<file path="config.mk">
export PLATFORM = sky130hd
export DESIGN_NAME = cfg_cmd
export DESIGN_NICKNAME = d
export VERILOG_FILES = /design/src/rtl/cfg_cmd_pkg.sv /design/src/rtl/cfg_cmd.sv /design/src/rtl/count_limit.sv /design/src/rtl/rise_detect.sv
export SDC_FILE = /design/constraint.sdc
export NUM_CORES = 1
export LEC_CHECK = 0
export BUFFER_PORTS_ARGS = -buffer_cell sky130_fd_sc_hd__buf_2
export CORE_MARGIN = 5
export CORE_UTILIZATION = 42
export DETAILED_ROUTE_END_ITERATION = 12
export PLACE_DENSITY = 0.79
export SLEW_MARGIN = 0
export SYNTH_ARGS = -nofsm -noshare
export SYNTH_HDL_FRONTEND = slang
export SYNTH_SLANG_ARGS = --single-unit
</file>
<file path="constraint.sdc">
create_clock -name mclk -period 1.5 [get_ports mclk]
set_input_delay 0.15 -clock mclk [delete_from_list [all_inputs] [get_ports mclk]]
set_output_delay 0.15 -clock mclk [all_outputs]
set_load 0.03 [all_outputs]
</file>
<file path="src/rtl/cfg_cmd_pkg.sv">
// shared types and constants for the capability and configuration command block
package cfg_cmd_pkg;

    // command and response opcodes
    localparam logic [7:0]  OP_GET_CAPS      = 8'h25;
    localparam logic [7:0]  OP_SET_CONFIG    = 8'h26;
    localparam logic [7:0]  OP_CAPS_RSP      = 8'hA5;
    localparam logic [7:0]  OP_SET_RSP       = 8'hA6;
    // package-wide addressing uses this internal channel value
    localparam logic [4:0]  PKG_CHANNEL_ID   = 5'h1F;

    // response and reason codes
    localparam logic [15:0] RSP_COMPLETED    = 16'h0000;
    localparam logic [15:0] RSP_UNSUPPORTED  = 16'h0001;
    localparam logic [15:0] REASON_NONE      = 16'h0000;
    localparam logic [15:0] REASON_UNKNOWN   = 16'h7FFF;

    // set-configuration payload byte positions
    localparam int          PL_PORTS_LSB     = 24;
    localparam int          PL_EPS_LSB       = 16;
    localparam int          PL_PFS_LSB       = 8;

    // fabric flags occupy the low bits, the rest read as zero
    localparam int          FABRIC_BITS      = 3;
    localparam logic [7:0]  FABRIC_MASK      = 8'h07;

    // other-capabilities word layout
    localparam int          OC_VF_SCOPE      = 0;
    localparam int          OC_PORTS_PROG    = 1;
    localparam int          OC_EPS_PROG      = 2;
    localparam int          OC_PFS_PROG      = 3;
    localparam int          OC_XFER_LSB      = 4;
    localparam logic [4:0]  XFER_NONE        = 5'h00;
    localparam logic [4:0]  XFER_RESERVED    = 5'h01;

    // counts in force after reset
    localparam logic [7:0]  RESET_COUNT      = 8'h01;
    localparam logic [7:0]  SINGLE_COUNT     = 8'h01;
    localparam logic [7:0]  ENDPOINT_ZERO    = 8'h00;

    // one incoming command, already parsed and checked
    typedef struct packed {
        logic [7:0]  opcode;
        logic [2:0]  package_id;
        logic [4:0]  channel_id;
        logic [31:0] payload;
        logic        checksum_ok;
        logic        id_ok;
    } cmd_type;

    // response fields handed to the packet builder
    typedef struct packed {
        logic [7:0]  opcode;
        logic [15:0] code;
        logic [15:0] reason;
        logic [31:0] word0;
        logic [31:0] word1;
        logic [31:0] word2;
    } rsp_type;

    // port, endpoint and function counts
    typedef struct packed {
        logic [7:0] ports;
        logic [7:0] endpoints;
        logic [7:0] phys_functions;
    } counts_type;

    // implementation capabilities strapped by the surrounding controller
    typedef struct packed {
        logic [7:0] max_ports;
        logic [7:0] max_endpoints;
        logic [7:0] max_phys_functions;
        logic [7:0] max_virt_functions;
        logic [7:0] fabrics;
        logic [7:0] enabled_fabrics;
        logic       vf_per_device;
        logic       ports_prog;
        logic       eps_prog;
        logic       pfs_prog;
        logic [4:0] xfer_exp;
    } caps_type;

endpackage

</file>
<file path="src/rtl/cfg_cmd.sv">
// capability report and set-configuration command handling for the package
`timescale 1ns/1ps
`default_nettype none

module cfg_cmd #(
    parameter logic IMPLEMENT_SET_CONFIG = 1'b1
) (
    input  wire logic                 mclk,
    input  wire logic                 rst_b,
    input  wire logic                 cmd_valid,
    input  wire cfg_cmd_pkg::cmd_type cmd,
    input  wire logic [2:0]           own_package_id,
    input  wire cfg_cmd_pkg::caps_type caps,
    input  wire logic                 pcie_reset,
    output logic                      rsp_valid,
    output cfg_cmd_pkg::rsp_type      rsp,
    output cfg_cmd_pkg::counts_type   active,
    output cfg_cmd_pkg::counts_type   pending,
    output logic                      pending_valid,
    output logic [7:0]                host_endpoint_index
);

    typedef struct packed {
        logic                    rsp_valid;
        cfg_cmd_pkg::rsp_type    rsp;
        cfg_cmd_pkg::counts_type pending;
        logic                    pending_valid;
        cfg_cmd_pkg::counts_type active;
        logic [7:0]              endpoint_index;
    } state_type;

    state_type st;
    state_type next_st;

    logic                    commit;
    logic                    pkg_addressed;
    logic                    cmd_good;
    logic                    is_caps;
    logic                    is_set;
    logic                    set_supported;
    logic [7:0]              req_ports;
    logic [7:0]              req_eps;
    logic [7:0]              req_pfs;
    cfg_cmd_pkg::counts_type next_pending;
    logic [7:0]              lim_ports;
    logic [7:0]              lim_eps;
    logic [7:0]              lim_pfs;
    logic [4:0]              xfer_report;
    logic [15:0]             other_caps;

    // host-bus reset edge commits staged counts
    rise_detect u_commit (
        .mclk  (mclk),
        .rst_b (rst_b),
        .level (pcie_reset),
        .pulse (commit)
    );

    // payload bytes; low byte is reserved and never read
    assign req_ports = cmd.payload[cfg_cmd_pkg::PL_PORTS_LSB +: 8];
    assign req_eps   = cmd.payload[cfg_cmd_pkg::PL_EPS_LSB +: 8];
    assign req_pfs   = cmd.payload[cfg_cmd_pkg::PL_PFS_LSB +: 8];

    // port count gated by programmability and maximum
    count_limit #(
        .WIDTH (8)
    ) u_ports (
        .requested    (req_ports),
        .current      (st.pending.ports),
        .maximum      (caps.max_ports),
        .programmable (caps.ports_prog),
        .result       (lim_ports)
    );

    // endpoint count is dropped when not settable
    count_limit #(
        .WIDTH (8)
    ) u_eps (
        .requested    (req_eps),
        .current      (st.pending.endpoints),
        .maximum      (caps.max_endpoints),
        .programmable (caps.eps_prog),
        .result       (lim_eps)
    );

    // physical function count
    count_limit #(
        .WIDTH (8)
    ) u_pfs (
        .requested    (req_pfs),
        .current      (st.pending.phys_functions),
        .maximum      (caps.max_phys_functions),
        .programmable (caps.pfs_prog),
        .result       (lim_pfs)
    );

    // the three limited counts form the candidate staged set
    assign next_pending = {lim_ports, lim_eps, lim_pfs};

    // command decode and addressing checks
    always_comb begin
        pkg_addressed = (cmd.channel_id == cfg_cmd_pkg::PKG_CHANNEL_ID)
                        && (cmd.package_id == own_package_id);
        cmd_good      = cmd_valid && pkg_addressed
                        && cmd.checksum_ok && cmd.id_ok;
        is_caps       = cmd_good && (cmd.opcode == cfg_cmd_pkg::OP_GET_CAPS);
        is_set        = cmd_good && (cmd.opcode == cfg_cmd_pkg::OP_SET_CONFIG);
        set_supported = IMPLEMENT_SET_CONFIG
                        && (caps.ports_prog || caps.eps_prog || caps.pfs_prog);
    end

    // other-capabilities word; reserved code 1 reported as unsupported
    always_comb begin
        if (caps.xfer_exp == cfg_cmd_pkg::XFER_RESERVED) begin
            xfer_report = cfg_cmd_pkg::XFER_NONE;
        end else begin
            xfer_report = caps.xfer_exp;
        end
        other_caps                                = '0;
        other_caps[cfg_cmd_pkg::OC_VF_SCOPE]      = caps.vf_per_device;
        other_caps[cfg_cmd_pkg::OC_PORTS_PROG]    = caps.ports_prog;
        other_caps[cfg_cmd_pkg::OC_EPS_PROG]      = caps.eps_prog;
        other_caps[cfg_cmd_pkg::OC_PFS_PROG]      = caps.pfs_prog;
        other_caps[cfg_cmd_pkg::OC_XFER_LSB +: 5] = xfer_report;
    end

    // next state: responses, staging and commit
    always_comb begin
        next_st           = st;
        next_st.rsp_valid = 1'b0;
        if (is_caps) begin
            next_st.rsp_valid  = 1'b1;
            next_st.rsp.opcode = cfg_cmd_pkg::OP_CAPS_RSP;
            next_st.rsp.code   = cfg_cmd_pkg::RSP_COMPLETED;
            next_st.rsp.reason = cfg_cmd_pkg::REASON_NONE;
            next_st.rsp.word0  = {caps.max_ports, st.active.ports,
                                  caps.max_endpoints, st.active.endpoints};
            next_st.rsp.word1  = {caps.max_phys_functions,
                                  st.active.phys_functions,
                                  caps.max_virt_functions, 8'h00};
            next_st.rsp.word2  = {caps.fabrics & cfg_cmd_pkg::FABRIC_MASK,
                                  caps.enabled_fabrics & cfg_cmd_pkg::FABRIC_MASK,
                                  other_caps};
        end else if (is_set) begin
            next_st.rsp_valid  = 1'b1;
            next_st.rsp.opcode = cfg_cmd_pkg::OP_SET_RSP;
            next_st.rsp.word0  = '0;
            next_st.rsp.word1  = '0;
            next_st.rsp.word2  = '0;
            if (set_supported) begin
                next_st.rsp.code      = cfg_cmd_pkg::RSP_COMPLETED;
                next_st.rsp.reason    = cfg_cmd_pkg::REASON_NONE;
                next_st.pending       = next_pending;
                next_st.pending_valid = 1'b1;
            end else begin
                next_st.rsp.code   = cfg_cmd_pkg::RSP_UNSUPPORTED;
                next_st.rsp.reason = cfg_cmd_pkg::REASON_UNKNOWN;
            end
        end
        // staged counts only become active on the host-bus reset edge
        if (commit) begin
            next_st.active        = is_set && set_supported ? next_pending
                                                            : st.pending;
            next_st.pending_valid = 1'b0;
        end
        // single host bus always runs on endpoint zero
        if (next_st.active.endpoints <= cfg_cmd_pkg::SINGLE_COUNT) begin
            next_st.endpoint_index = cfg_cmd_pkg::ENDPOINT_ZERO;
        end
    end

    // state register
    always_ff @(posedge mclk or negedge rst_b) begin
        if (!rst_b) begin
            st                          <= '0;
            st.active.ports             <= cfg_cmd_pkg::RESET_COUNT;
            st.active.endpoints         <= cfg_cmd_pkg::RESET_COUNT;
            st.active.phys_functions    <= cfg_cmd_pkg::RESET_COUNT;
            st.pending.ports            <= cfg_cmd_pkg::RESET_COUNT;
            st.pending.endpoints        <= cfg_cmd_pkg::RESET_COUNT;
            st.pending.phys_functions   <= cfg_cmd_pkg::RESET_COUNT;
            st.endpoint_index           <= cfg_cmd_pkg::ENDPOINT_ZERO;
        end else begin
            st <= next_st;
        end
    end

    // outputs straight from the state register
    assign rsp_valid           = st.rsp_valid;
    assign rsp                 = st.rsp;
    assign active              = st.active;
    assign pending             = st.pending;
    assign pending_valid       = st.pending_valid;
    assign host_endpoint_index = st.endpoint_index;
endmodule // cfg_cmd

`default_nettype wire

</file>
<file path="src/rtl/count_limit.sv">
// decides whether a requested count replaces the staged one
`timescale 1ns/1ps
`default_nettype none

module count_limit #(
    parameter int WIDTH = 8
) (
    input  wire logic [WIDTH-1:0] requested,
    input  wire logic [WIDTH-1:0] current,
    input  wire logic [WIDTH-1:0] maximum,
    input  wire logic             programmable,
    output logic      [WIDTH-1:0] result
);

    // take the request only if settable, max above one, and in 1..max
    always_comb begin
        if (programmable && (maximum > WIDTH'(1)) && (requested != '0)
            && (requested <= maximum)) begin
            result = requested;
        end else begin
            result = current;
        end
    end

endmodule // count_limit

`default_nettype wire

</file>
<file path="src/rtl/rise_detect.sv">
// one-cycle pulse on the rising edge of a synchronous level
`timescale 1ns/1ps
`default_nettype none

module rise_detect (
    input  wire logic mclk,
    input  wire logic rst_b,
    input  wire logic level,
    output logic      pulse
);

    typedef struct packed {
        logic prev;
    } edge_state_type;

    edge_state_type st;
    edge_state_type next_st;

    // remember last level
    always_comb begin
        next_st      = st;
        next_st.prev = level;
    end

    always_ff @(posedge mclk or negedge rst_b) begin
        if (!rst_b) begin
            st <= '0;
        end else begin
            st <= next_st;
        end
    end

    assign pulse = level & ~st.prev;

endmodule // rise_detect

`default_nettype wire
</file>
# Yosys cells after proc, flatten, opt, wreduce, memory -nomap -nowiden
# Cells that the tools add are included.
[totals]
wordCells = 67
latchBits = 0
ramBits = 0
mem_count = 0
rom_bits = 0
ff_bits = 187
[classes]
reduce_logical = 26
shift = 0
n_bitwise = 3
magnitude_cmp = 6
addsub = 0
div = 0
n_mul = 0
n_eq_ne = 6
n_mux = 11
[ops]
columns = ["operator", "n"]
rows = [
  ["162-bit two-way mux", 1],
  ["137-bit two-way mux", 1],
  ["25-bit two-way mux", 2],
  ["8-bit by 1-bit greater-than comparator with 1-bit output (second input constant)", 3],
  ["8-bit <= comparator", 3],
  ["24-bit two-way mux", 1],
  ["8-bit two-way mux", 3],
  ["8-bit nonzero test", 3],
  ["17-bit two-way mux", 1],
  ["8-bit by 6-bit equality test with 1-bit output (second input constant)", 2],
  ["1-bit logical AND", 16],
  ["3-bit AND reduction", 2],
  ["2-bit nonzero test", 3],
  ["5-bit by 1-bit equality test with 1-bit output (second input constant)", 1],
  ["5-bit equality test (second input constant)", 1],
  ["5-bit two-way mux", 1],
  ["3-bit equality test", 1],
  ["1-bit logical OR", 2],
  ["2-bit inequality test (second input constant)", 1],
  ["1-bit NOT", 2],
  ["1-bit bitwise AND", 1],
  ["1-bit two-way mux", 1],
]

# Depth between registers and ports, before layout
# Gate-level depths: netlist of the first run.
[logic_depth]
ltp_word = 9
depth_mapped = 9
mapped_depth_nobuf = 8

# By module
# Synthesis of the first run repeated with hierarchy kept, for this count alone.
[unflattened]
hier_cells = 582
hier_area_um2 = 6456.2
[modules_own_cells]
columns = ["module", "seq_area_each_um2", "instances", "cells_per_inst", "area_per_inst_um2"]
rows = [
  ["cfg_cmd", 3135.5, 1, 457, 5377.7],
  ["count_limit", 0.0, 3, 41, 346.6],
  ["rise_detect", 25.0, 1, 2, 38.8],
]

# Worst setup path after synthesis of the first run
# No wires, ideal clock.
[synth_path]
path_type = "input port to flip-flop"
from = "input caps[44] (netlist name)"
to = "register, netlist name active[15]"
stages = 8
path_slack_ns = -0.736
required_ns = 1.375
t_arrival_ns = 2.111
setup_time_ns = 0.125
cell_sequence = "inv_1 > ha_1 > and3_1 > a221oi_1 > o21ai_0 > a211oi_4 > mux2_2 > mux2_2"
[synth_via]
elab_chain_len = 6
word_cells_on_any_way = 7
[synth_rtl]
columns = ["item", "line", "source"]
rows = [
  ["start, declared", "cfg_cmd.sv:13", "input wire cfg_cmd_pkg::caps_type caps,"],
  ["8-bit by 1-bit greater-than comparator with 1-bit output", "count_limit.sv:17", "if (programmable && (maximum > WIDTH'(1)) && (requested != '0)"],
  ["1-bit logical AND (2 in a row)", "count_limit.sv:17", ""],
  ["1-bit logical AND (*)", "count_limit.sv:18", "&& (requested <= maximum)) begin"],
  ["8-bit two-way mux (*)", "count_limit.sv:17", ""],
  ["24-bit two-way mux (*)", "cfg_cmd.sv:162", "next_st.active = is_set && set_supported ? next_pending"],
]
# Every way passes the cells marked *; elsewhere a longest branch is shown, timed or not.
# A chain may end at the register's enable or synchronous reset.

# Worst setup path after layout of the first run
[layout_path]
from = "input cmd[49] (netlist name)"
to = "register, netlist name active[2]"
[layout_via]
elab_chain_len = 4
[layout_rtl]
columns = ["item", "line", "source"]
rows = [
  ["start, declared", "cfg_cmd.sv:11", "input wire cfg_cmd_pkg::cmd_type cmd,"],
  ["8-bit by 6-bit equality test with 1-bit output", "cfg_cmd.sv:107", "is_set = cmd_good && (cmd.opcode == cfg_cmd_pkg::OP_SET_CONFIG);"],
  ["1-bit logical AND", "cfg_cmd.sv:107", ""],
  ["1-bit logical AND", "cfg_cmd.sv:162", ""],
  ["24-bit two-way mux", "cfg_cmd.sv:162", ""],
]
# No other way between the ends.

==> results of run 1 <==
power by group through the flow:
stage / logic (W) / clock network [W] / registers (W)
floorplan: 0.000497 / 0 / 0.00356
CTS: 0.000946 / 0.00415 / 0.00345
finish: 0.000950 / 0.00408 / 0.00345
global route: 0.00104 / 0.00431 / 0.00345
detailed placement: 0.000886 / 0 / 0.00351
global placement: 0.000873 / 0 / 0.00351
Yosys cell counts:
library cell,n
a211o_1,1
a211oi_1,1
a211oi_4,2
a21o_1,2
a21oi_1,8
a221oi_1,1
a31oi_1,9
and3_1,2
and4_1,2
buf_1,9
buf_2,1
buf_4,69
clkbuf_1,19
conb_1,1
dfrtp_1,120
dfstp_2,6
ha_1,24
inv_1,27
mux2_2,32
nand2_1,131
nand3_1,78
nand4_1,13
nor2_1,12
nor2b_1,6
nor4_1,9
nor4_2,1
nor4b_2,1
o211ai_1,3
o21a_1,1
o21ai_0,24
o41ai_1,2
or2_2,1
or3_1,1
or4_1,1
or4_4,1
or4b_1,1
xnor2_1,3
metal layers:
metal	routed length (um)	up-vias
li1	-	2615
met1	7250	2642
met2	9660	227
met3	1440	36
met4	511	0
met5	0	-
layout make-up:
cell class | count | share of cell area, %
flip-flops and latches | 126 | 35.7
multi-input cells | 425 | 30.2
repair buffers | 337 | 23.8
clock buffers | 18 | 4.96
well taps | 184 | 2.60
clock inverters | 14 | 1.65
inverters | 27 | 1.14
worst max path at each step:
| stage | cells past startpoint | start | to |
|---|---|---|---|
| floorplan | 6 | cmd[49] | active[10]$_DFFE_PN0P_ |
| finish | 8 | cmd[49] | active[2]$_DFFE_PN0P_ |
| global route | 8 | cmd[49] | active[9]$_DFFE_PN0P_ |
| CTS | 8 | cmd[49] | active[9]$_DFFE_PN0P_ |
| global placement | 8 | cmd[49] | active[2]$_DFFE_PN0P_ |
| detailed placement | 8 | cmd[49] | active[3]$_DFFE_PN0P_ |
worst min-delay path, delay by kind of cell:
family / cells / cell delay (ps)
AO/OA/AOI/OAI: 2 / 130
buffers and inverters: 1 / 100
metrics by stage:
stage / cells / cell area (um2) / hold WS, ps / setup slack, ps
2_1_floorplan: 676 / 6510 / -146 / -658
3_3_place_gp: 1072 / 7900 / 109 / -855
3_5_place_dp: 1072 / 7900 / 107 / -888
4_1_cts: 1130 / 8830 / 6.08 / -378
5_1_grt: 1131 / 8860 / 27.7 / -472
6_report: 1131 / 8860 / 18.7 / -371
cells by family (layout without fill, tap and decap cells):
kind of cell | Yosys count | in the layout | share of synthesized area (%)
other | 1 | 52 | 0.0612
AND/OR/NAND/NOR | 260 | 260 | 19.6
XOR/XNOR | 3 | 3 | 0.429
buffers and inverters | 125 | 396 | 11.9
adder cells (fa/ha/maj) | 24 | 24 | 4.90
flip-flops | 126 | 126 | 51.6
AO/OA/AOI/OAI | 54 | 54 | 5.62
multiplexers | 32 | 32 | 5.88
what timing repair did:
item | CTS | global route
hold endpoints to repair | 60 | 0
setup buffers | 3 | 3
hold buffers | 23 | 0
gates resized for setup | 23 | 7
gates cloned | 0 | 0
endpoints found under the setup margin | 64 | 49
pin swaps | 8 | 0
flip-flops by register name, summed over array words and instances (netlist names):
signal / cells
rsp: 75
rsp_valid: 1
u_commit.st: 1
pending_valid: 1
pending: 24
active: 24
==> out/qor.yml, run 1 <==
run_status:
  status: "complete, but fails checks"
  violations: "negative setup slack"
timing:
  final.period_utilization_pct: 125
  finalWorstSetupSlack_ps: -371
  slew_violations: 0
  finalCriticalPeriod_ps: 1870
  skew_ps: 4.59
  rsz0062_at_grt: "yes"
  tns_ps: -11440
  setup_violations: 48
  clock.fmax_mhz: 534
  hold_viol: 0
clock_tree:
  clock-root-buffer: "clkbuf_16"
  cts.sinks: 126
  cts_max_path_buffers: 2
  clk_latency_ps: 420
  h-tree-depth: 4
  cts_buffers: 17
  path_clk_slew_ps: 60
  cts_tree: "done"
worst_setup_path:
  slowest_delay_ps: 530
  r2r-start: "u_commit.st$_DFF_PN0_"
  arrival_ps: 2170
  crit_path_start_kind: "input port"
  path_class: "input port to flop"
  worstPathMaxFanout: 5
  r2r_slack_ps: 280
  endpoint_kind: "flop"
  slowest_stage: "or4_4"
  cp_num_buf_inv: 2
  cp.required_ps: 1800
  worstPathCellList: "buf_6 > nor4b_4 > nand4_1 > or4_4 > a211oi_4 > buf_6 > mux2_4 > mux2_4"
  path_delay_family: "simple AND/OR/NAND/NOR gates"
  ff2ff_path_depth: 3
  worstReg2RegEnd: "active[5]$_DFFE_PN0P_"
drt:
  drt_iter0_drc: 272
  remaining_drc_errors: 0
  ant_nets: 0
  first_pass_iters: 4
  vias_per_cell: 4.88
  routed_wl_mm: 18.9
  routedWlPerCell_um: 16.7
  num_vias: 5520
floorplan:
  start_util_pct: 42.5
  core_area_um2: 14400
  io_pins: 308
  die_area_um2: 17100
  std_cell_rows: 44
  die-height_um: 131
  die_w_um: 131
synth:
  seq_area_frac_synth_pct: 51.6
  synth_cell_type_count: 37
  yosysWarnings: 0
  avgSynthCellArea_um2: 9.80
  ys_seq_elements: 126
  syn_area_um2: 6130
  yosysTopAreaCellShare_pct: 49.0
  syn_inst: 625
  yosys.area.top_type: "dfrtp_1"
  synthTopCellsByArea: "dfrtp_1 (49%), buf_4 (8.5%), nand2_1 (8.0%)"
cells_and_area:
  synthToLayoutAreaGrowth_pct: 44.6
  seqCellArea_um2: 3160
  num_antenna_cells: 0
  layout_commonest_cell: "buf_2"
  n_fill_cell: 1154
  fin_util_pct: 61.4
  fin_nets: 1072
  multi_input_area_um2: 2670
  layout_common_cells: "buf_2 (234), nand2_1 (120), dfrtp_1 (119)"
  drive_above_1_share_pct: 43.6
pwr:
  p_seq_share_pct: 40.7
  leakage_nw: 5.10
  p_total_w: 0.00848
  p_sw_share_pct: 27.0
  p_per_area_nw_per_um2: 957
  intPower_w: 0.00619
  clkPwrFrac_pct: 48.1
  peakVddDrop_mv: 0.657
  comb_power_share_pct: 11.2
  power_switching_w: 0.00229
worst_hold_path:
  worstHoldStart: "caps[0]"
  min_to: "rsp[4]$_DFFE_PN0P_"
  hp-class: "input port to flop"
  min_path_cells: 3
grt:
  grt_pass1_vias: 5562
  antenna_found_initial: 0
  grtUsageTotal_pct: 21.6
  grt_pass1_wl_mm: 28.4
  overflow: 0
  grtUsageMet3_pct: 5.37
  grt_busiest_layer: "met2"
  met2_usage_pct: 38.8
  grt_util_met1_pct: 24.6
  grt_max_degree: 67
job:
  maxCapViolations: 0
placed_design:
  port_buffers: 237
  place_congestion: 0.833
  hpwl_mm: 13.6
Note: power is estimated with default switching activity, not from simulation.
==> inputs of run 2 (changes only) <==
--- a/config.mk
+++ b/config.mk
@@ -6,10 +6,13 @@
 export NUM_CORES = 1
 export LEC_CHECK = 0
 export BUFFER_PORTS_ARGS = -buffer_cell sky130_fd_sc_hd__buf_2
+export CELL_PAD_IN_SITES_DETAIL_PLACEMENT = 1
+export CELL_PAD_IN_SITES_GLOBAL_PLACEMENT = 1
 export CORE_MARGIN = 5
-export CORE_UTILIZATION = 42
+export CORE_UTILIZATION = 30
 export DETAILED_ROUTE_END_ITERATION = 12
 export PLACE_DENSITY = 0.79
+export RECOVER_POWER = 50
 export SLEW_MARGIN = 0
 export SYNTH_ARGS = -nofsm -noshare
 export SYNTH_HDL_FRONTEND = slang
==> run 2 against run 1 <==
The run still ends with negative setup slack left. Highest routed layer unchanged. Die area is 37% higher. Sequential power hardly changed. Final area is 0.73% higher. Combinational power is 3.9% higher. Critical endpoint is now active[11]$_DFFE_PN0P_. Largest cell class unchanged. Register-to-register slack worse by 20 ps. First-iteration DRC count is 36% lower. Clock power is 2% higher. Total power is 1.3% higher. Worst hold slack better by 18 ps. Critical path depth stayed put. Flip-flop and latch count stayed put.
==> out/qor.yml, run 2 (same netlist as run 1, synthesis figures left out) <==
worst_setup_path:
  worstPathCellList: "buf_6 > nor4b_4 > nand4_1 > or4_4 > a211oi_4 > buf_6 > mux2_4 > mux2_4"
  arrival_ps: 2260  # +90 ps
  slowest_delay_ps: 560  # +30 ps
  path_class: "input port to flop"
  worstPathMaxFanout: 4  # -1
  slowest_stage: "or4_4"
  crit_path_start_kind: "input port"
  cp.required_ps: 1800  # about the same
  endpoint_kind: "flop"
timing:
  clock.fmax_mhz: 511  # -4.3%
  skew_ps: 11.5  # +6.87 ps
  finalCriticalPeriod_ps: 1960  # +84.4 ps
  hold_viol: 0  # unchanged
  slew_violations: 0  # unchanged
  rsz0062_at_grt: "yes"
  setup_violations: 48  # unchanged
  final.period_utilization_pct: 130  # +5.6 points
  slew_headroom_pct: 19.9
  finalWorstSetupSlack_ps: -455  # -84.4 ps
  tightest_slew_ps: 1200
pwr:
  p_total_w: 0.00859  # +1.3%
  leakage_nw: 4.92  # -3.6%
  comb_power_share_pct: 11.5  # +0.3 points
  peakVddDrop_mv: 0.781  # +19%
  power_switching_w: 0.00229  # +0.28%
  p_per_area_nw_per_um2: 962  # +0.58%
  intPower_w: 0.00630  # +1.7%
  clkPwrFrac_pct: 48.3  # +0.2 points
  p_sw_share_pct: 26.7  # -0.28 points
  p_seq_share_pct: 40.2  # -0.5 points
clock_tree:
  clock-root-buffer: "clkbuf_16"
  path_clk_slew_ps: 60  # about the same
  cts_max_path_buffers: 2  # unchanged
  h-tree-depth: 4  # unchanged
  cts_buffers: 17  # unchanged
  cts_tree: "done"
  clk_latency_ps: 410  # about the same
  cts.sinks: 126  # unchanged
floorplan:
  start_util_pct: 30.4  # -12 points
  die_w_um: 153  # +17%
  std_cell_rows: 52  # +18%
  die-height_um: 153  # +17%
  io_pins: 308  # unchanged
  die_area_um2: 23400  # +37%
  core_area_um2: 20200  # +40%
grt:
  grt_max_degree: 97  # +45%
  grtUsageTotal_pct: 18.2  # -3.4 points
  grt_pass1_vias: 6049  # +8.8%
  antenna_found_initial: 0  # unchanged
  grt_pass1_wl_mm: 34.0  # +20%
  overflow: 0  # unchanged
drt:
  vias_per_cell: 4.56  # -6.5%
  routedWlPerCell_um: 17.7  # +6.4%
  routed_wl_mm: 21.7  # +15%
  remaining_drc_errors: 0  # unchanged
  ant_nets: 0  # unchanged
  first_pass_iters: 4  # unchanged
  num_vias: 5572  # +0.94%
  drt_iter0_drc: 173  # -36%
worst_hold_path:
  hp-class: "input port to flop"
cells_and_area:
  synthToLayoutAreaGrowth_pct: 45.7
  num_antenna_cells: 0  # unchanged
  fin_nets: 1076  # +0.37%
  largest_register_ff_count: 75  # unchanged
  layout_commonest_cell: "buf_2"
  drive_above_1_share_pct: 39.1  # -4.5 points
  layout_common_cells: "buf_2 (189), nand2_1 (121), dfrtp_1 (119)"
  n_fill_cell: 2355  # +100%
run_status:
  violations: "negative setup slack"
  status: "complete, but fails checks"
placed_design:
  port_buffers: 237  # unchanged
  place_congestion: 0.821  # -1.5%
  post-place-ws_ps: -888  # +0.497 ps
  hpwl_mm: 15.6  # +14%
job:
  maxCapViolations: 0  # unchanged
==> run 2: cell types whose count changed in the layout (fill, tap and decap cells not counted), moves of 2 or more <==
cell	previous run	this run
buf_2	234	189
buf_4	63	71
buf_6	12	7
clkbuf_1	0	46
clkinv_4	2	4
inv_6	7	3
==> run 2: routing by layer <==
layer	track usage [%]	up-vias	routed length (um)
met1	21.2	2738	8760
met4	4.16	0	235
met5	0	-	0
li1	-	2625	-
met3	5.60	15	1290
met2	33.0	194	11400
==> run 2: metrics by stage <==
step                instances  utilization [%]  TNS (ps)  hold slack, ps  instance area, um2
global route             1221             44.2    -19310            33.1                8920
detailed placement       1166             39.9    -70660             106                8050
global placement         1166             39.9    -68940            99.4                8050
CTS                      1220             44.5    -13150            17.4                8970
floorplan                 676                -    -23400            -146                6510
finish                   1221             44.2    -14280            37.0                8920
==> run 2: power by group through the flow <==
stage	combinational, W	sequential (W)	clock [W]
4_1_cts	0.000993	0.00345	0.00426
5_1_grt	0.00108	0.00345	0.00444
6_report	0.000987	0.00345	0.00415
3_5_place_dp	0.000930	0.00351	0
3_3_place_gp	0.000904	0.00351	0
2_1_floorplan	0.000497	0.00356	0
==> run 2: worst paths after layout <==
path                                             from                     end  slack, ps  depth (start not counted)
min in group asynchronous                       rst_b     rsp[26]$_DFFE_PN0P_        530                          2
worst min register to register   rsp[129]$_DFFE_PN0P_    rsp[129]$_DFFE_PN0P_        480                          2
worst max-delay path                          cmd[49]  active[11]$_DFFE_PN0P_       -460                          8
max in group asynchronous                       rst_b    rsp[112]$_DFFE_PN0P_        100                          3
worst max register to register  u_commit.st$_DFF_PN0_   active[6]$_DFFE_PN0P_        260                          3
worst min-delay path                         caps[55]     rsp[94]$_DFFE_PN0P_         40                          3
==> run 2: final cells by class <==
type / instances / area, um2 / share of cell area (%)
inverters: 27 / 101 / 1.14
clock inverters: 14 / 160 / 1.79
multi-input cells: 425 / 2680 / 30.0
well taps: 270 / 338 / 3.79
repair buffers: 341 / 2050 / 23.0
clock buffers: 18 / 429 / 4.81
flip-flops and latches: 126 / 3160 / 35.4
==> run 2: what timing repair did <==
item	4_1_cts	5_1_grt
pin swaps	5	0
gates resized for setup	22	5
hold buffers	22	0
endpoints found under the hold margin	52	0
setup buffers	0	1
endpoints found under the setup margin	122	82
==> run 2: critical path, delay by kind of cell <==
| kind | cells | cell delay, ps |
|---|---|---|
| mux | 2 | 570 |
| compound gates | 1 | 290 |
| simple gates | 3 | 980 |
| buf+inv | 2 | 270 |
==> inputs of run 3 (changes only) <==
--- a/config.mk
+++ b/config.mk
@@ -5,6 +5,7 @@
 export SDC_FILE = /design/constraint.sdc
 export NUM_CORES = 1
 export LEC_CHECK = 0
+export ABC_AREA = 1
 export BUFFER_PORTS_ARGS = -buffer_cell sky130_fd_sc_hd__buf_2
 export CELL_PAD_IN_SITES_DETAIL_PLACEMENT = 1
 export CELL_PAD_IN_SITES_GLOBAL_PLACEMENT = 1
==> run 3 against run 2 <==
Critical path depth shrank 7. The run now ends clean. Largest power group unchanged. Sequential share of layout area shrank 0.30 points. Worst setup slack gained 610 ps.
==> out/qor.yml, run 3 <==
worst_setup_path:
  crit_path_start_kind: "flop"
  slowest_stage: "dfstp_2"
  cp.required_ps: 1350  # -450 ps
  path_delay_family: "flip-flops"
  worstPathMaxFanout: 3  # -1
  arrival_ps: 1200  # -1060 ps
  endpoint_kind: "output pin"
  critPathLaunch: "active[16]$_DFFE_PN1P_"
  slowest_delay_ps: 570  # about the same
  cp_num_buf_inv: 1  # -1
  path_class: "flop to output pin"
  worstPathCellList: "buf_2"
  r2r-start: "u_commit.st$_DFF_PN0_"
drt:
  remaining_drc_errors: 0  # unchanged
  routedWlPerCell_um: 17.4  # -2.2%
  first_pass_iters: 4  # unchanged
  num_vias: 6384  # +15%
  routed_wl_mm: 23.9  # +11%
  vias_per_cell: 4.63  # +1.4%
  ant_nets: 0  # unchanged
  drt_iter0_drc: 314  # +82%
pwr:
  p_per_area_nw_per_um2: 1000  # +4.4%
  p_total_w: 0.00904  # +5.3%
  leakage_nw: 5.00  # +1.7%
  peakVddDrop_mv: 0.716  # -8.3%
timing:
  final.period_utilization_pct: 89.8  # -41 points
  tightest_slew_ps: 670  # -531 ps
  clock.fmax_mhz: 742  # +45%
  finalWorstSetupSlack_ps: 153  # +608 ps
  rsz0062_at_grt: "no"
  finalCriticalPeriod_ps: 1350  # -608 ps
  hold_viol: 0  # unchanged
  slew_headroom_pct: 55.3  # +35 points
  setup_violations: 0  # -100%
  fin_hold_ws_ps: 25.8  # -11.2 ps
  slew_violations: 0  # unchanged
  skew_ps: 8.18  # -3.28 ps
grt:
  grt_pass1_wl_mm: 38.3  # +13%
  overflow: 0  # unchanged
  grt_max_degree: 42  # -57%
  antenna_found_initial: 1  # +1
  grtUsageTotal_pct: 18.6  # +0.40 points
  grt_pass1_vias: 7054  # +17%
synth:
  async_flop_share_pct: 100  # unchanged
  yosysMostFrequentCell: "nand2_1"
  ys_seq_elements: 126  # unchanged
  synth-edff-count: 0  # unchanged
  synthTopCellsByArea: "dfrtp_1 (45%), nand3_1 (13%), nand2_1 (9.7%)"
  yosys.area.top_type: "dfrtp_1"
  avgSynthCellArea_um2: 8.36  # -15%
  yosysWarnings: 0  # unchanged
  seq_area_frac_synth_pct: 47.4  # -4.2 points
  syn_inst: 798  # +28%
  syn_area_um2: 6670  # +8.9%
  ys_top_cells_by_count: "nand2_1 (172), nand3_1 (168), dfrtp_1 (120)"
  yosysTopAreaCellShare_pct: 45.0  # -4.0 points
  ys.flop_type: "dfrtp_1"
  synth_cell_type_count: 30  # -19%
clock_tree:
  clock-root-buffer: "clkbuf_16"
  cts.sinks: 126  # unchanged
  path_clk_slew_ps: 70  # about the same
  cts_buffers: 17  # unchanged
  clk_latency_ps: 420  # about the same
  h-tree-depth: 4  # unchanged
  cts_max_path_buffers: 2  # unchanged
  cts_tree: "done"
placed_design:
  post-place-ws_ps: -242  # +646 ps
  port_buffers: 237  # unchanged
  dp.cells: 1325  # +14%
  hpwl_mm: 18.4  # +18%
  place_congestion: 0.817  # -0.46%
floorplan:
  io_pins: 308  # unchanged
  die-height_um: 159  # +4.1%
  die_w_um: 159  # +4.1%
  die_area_um2: 25300  # +8.3%
  core_area_um2: 21900  # +8.5%
  std_cell_rows: 54  # +3.8%
  start_util_pct: 30.5  # +0.10 points
cells_and_area:
  drive_above_1_share_pct: 26.6  # -13 points
  num_antenna_cells: 0  # unchanged
  largest_register_ff_count: 75  # unchanged
  synthToLayoutAreaGrowth_pct: 34.9
  layout_commonest_cell: "buf_2"
  fin_nets: 1224  # +14%
  final_cells: 1379  # +13%
  layout_common_cells: "buf_2 (179), nand2_1 (171), nand3_1 (168)"
worst_hold_path:
  worstHoldStart: "caps[2]"
  hp-class: "input port to flop"
job:
  maxCapViolations: 0  # unchanged
run_status:
  status: "completed"
-- run 3: path summary, 6_finish.rpt --
kind / to / slack [ps] / depth (start not counted)
setup / recovery: active[16] / 150 / 1
hold / removal: rsp[6]$_DFFE_PN0P_ / 30 / 3
setup reg to reg: active[23]$_DFFE_PN0P_ / 360 / 4
hold reg to reg: rsp[129]$_DFFE_PN0P_ / 470 / 2
max in group asynchronous: rsp[68]$_DFFE_PN0P_ / 310 / 3
min in group asynchronous: rsp[55]$_DFFE_PN0P_ / 200 / 2
-- run 3: cells by family after synthesis --
logic type                 after synthesis  synth area share, %
buffers and inverters                  194                 15.1
and+or+nand+nor                        413                 29.7
other                                    1               0.0562
xor gates and xnor gates                 1                0.131
DFF                                    126                 47.4
adders and majority gates               24                 4.50
AOI/OAI and AO/OA                       39                 3.15
-- run 3: through the flow --
stage | setup TNS [ps] | cell area, um2 | util (%)
3_5_place_dp | -13900 | 8310 | 38.0
5_1_grt | 0 | 9000 | 41.1
6_report | 0 | 9000 | 41.1
2_1_floorplan | 0 | 6860 | -
3_3_place_gp | -7900 | 8310 | 38.0
4_1_cts | 0 | 9130 | 41.7
-- run 3: power by group --
group | internal [W] | switching, W
clock network | 0.00251 | 0.00177
registers | 0.00348 | 0.0000767
logic | 0.000409 | 0.000792
total | 0.00640 | 0.00264
-- run 3: what timing repair did --
item,in CTS,in global routing
resized for setup,0,1
endpoints found under the setup margin,0,16
hold buffers,22,0
buffers inserted,0,0
hold endpoints to repair,56,0
-- run 3: layer usage --
| layer | global-route usage [%] | wire length [um] |
|---|---|---|
| met2 | 33.4 | 12200 |
| met5 | 0 | 20 |
| met1 | 22.1 | 9940 |
| met3 | 5.18 | 1400 |
| met4 | 4.65 | 325 |
-- run 3: final cells by class --
class                      count  area, um2
fill                        2771      12900
sequential                   126       3160
multi-input combinational    529       2710
timing repair buffer         319       1830
clock buffer                  17        425
tap                          280        350
inverter                      93        349
clock inverter                15        176
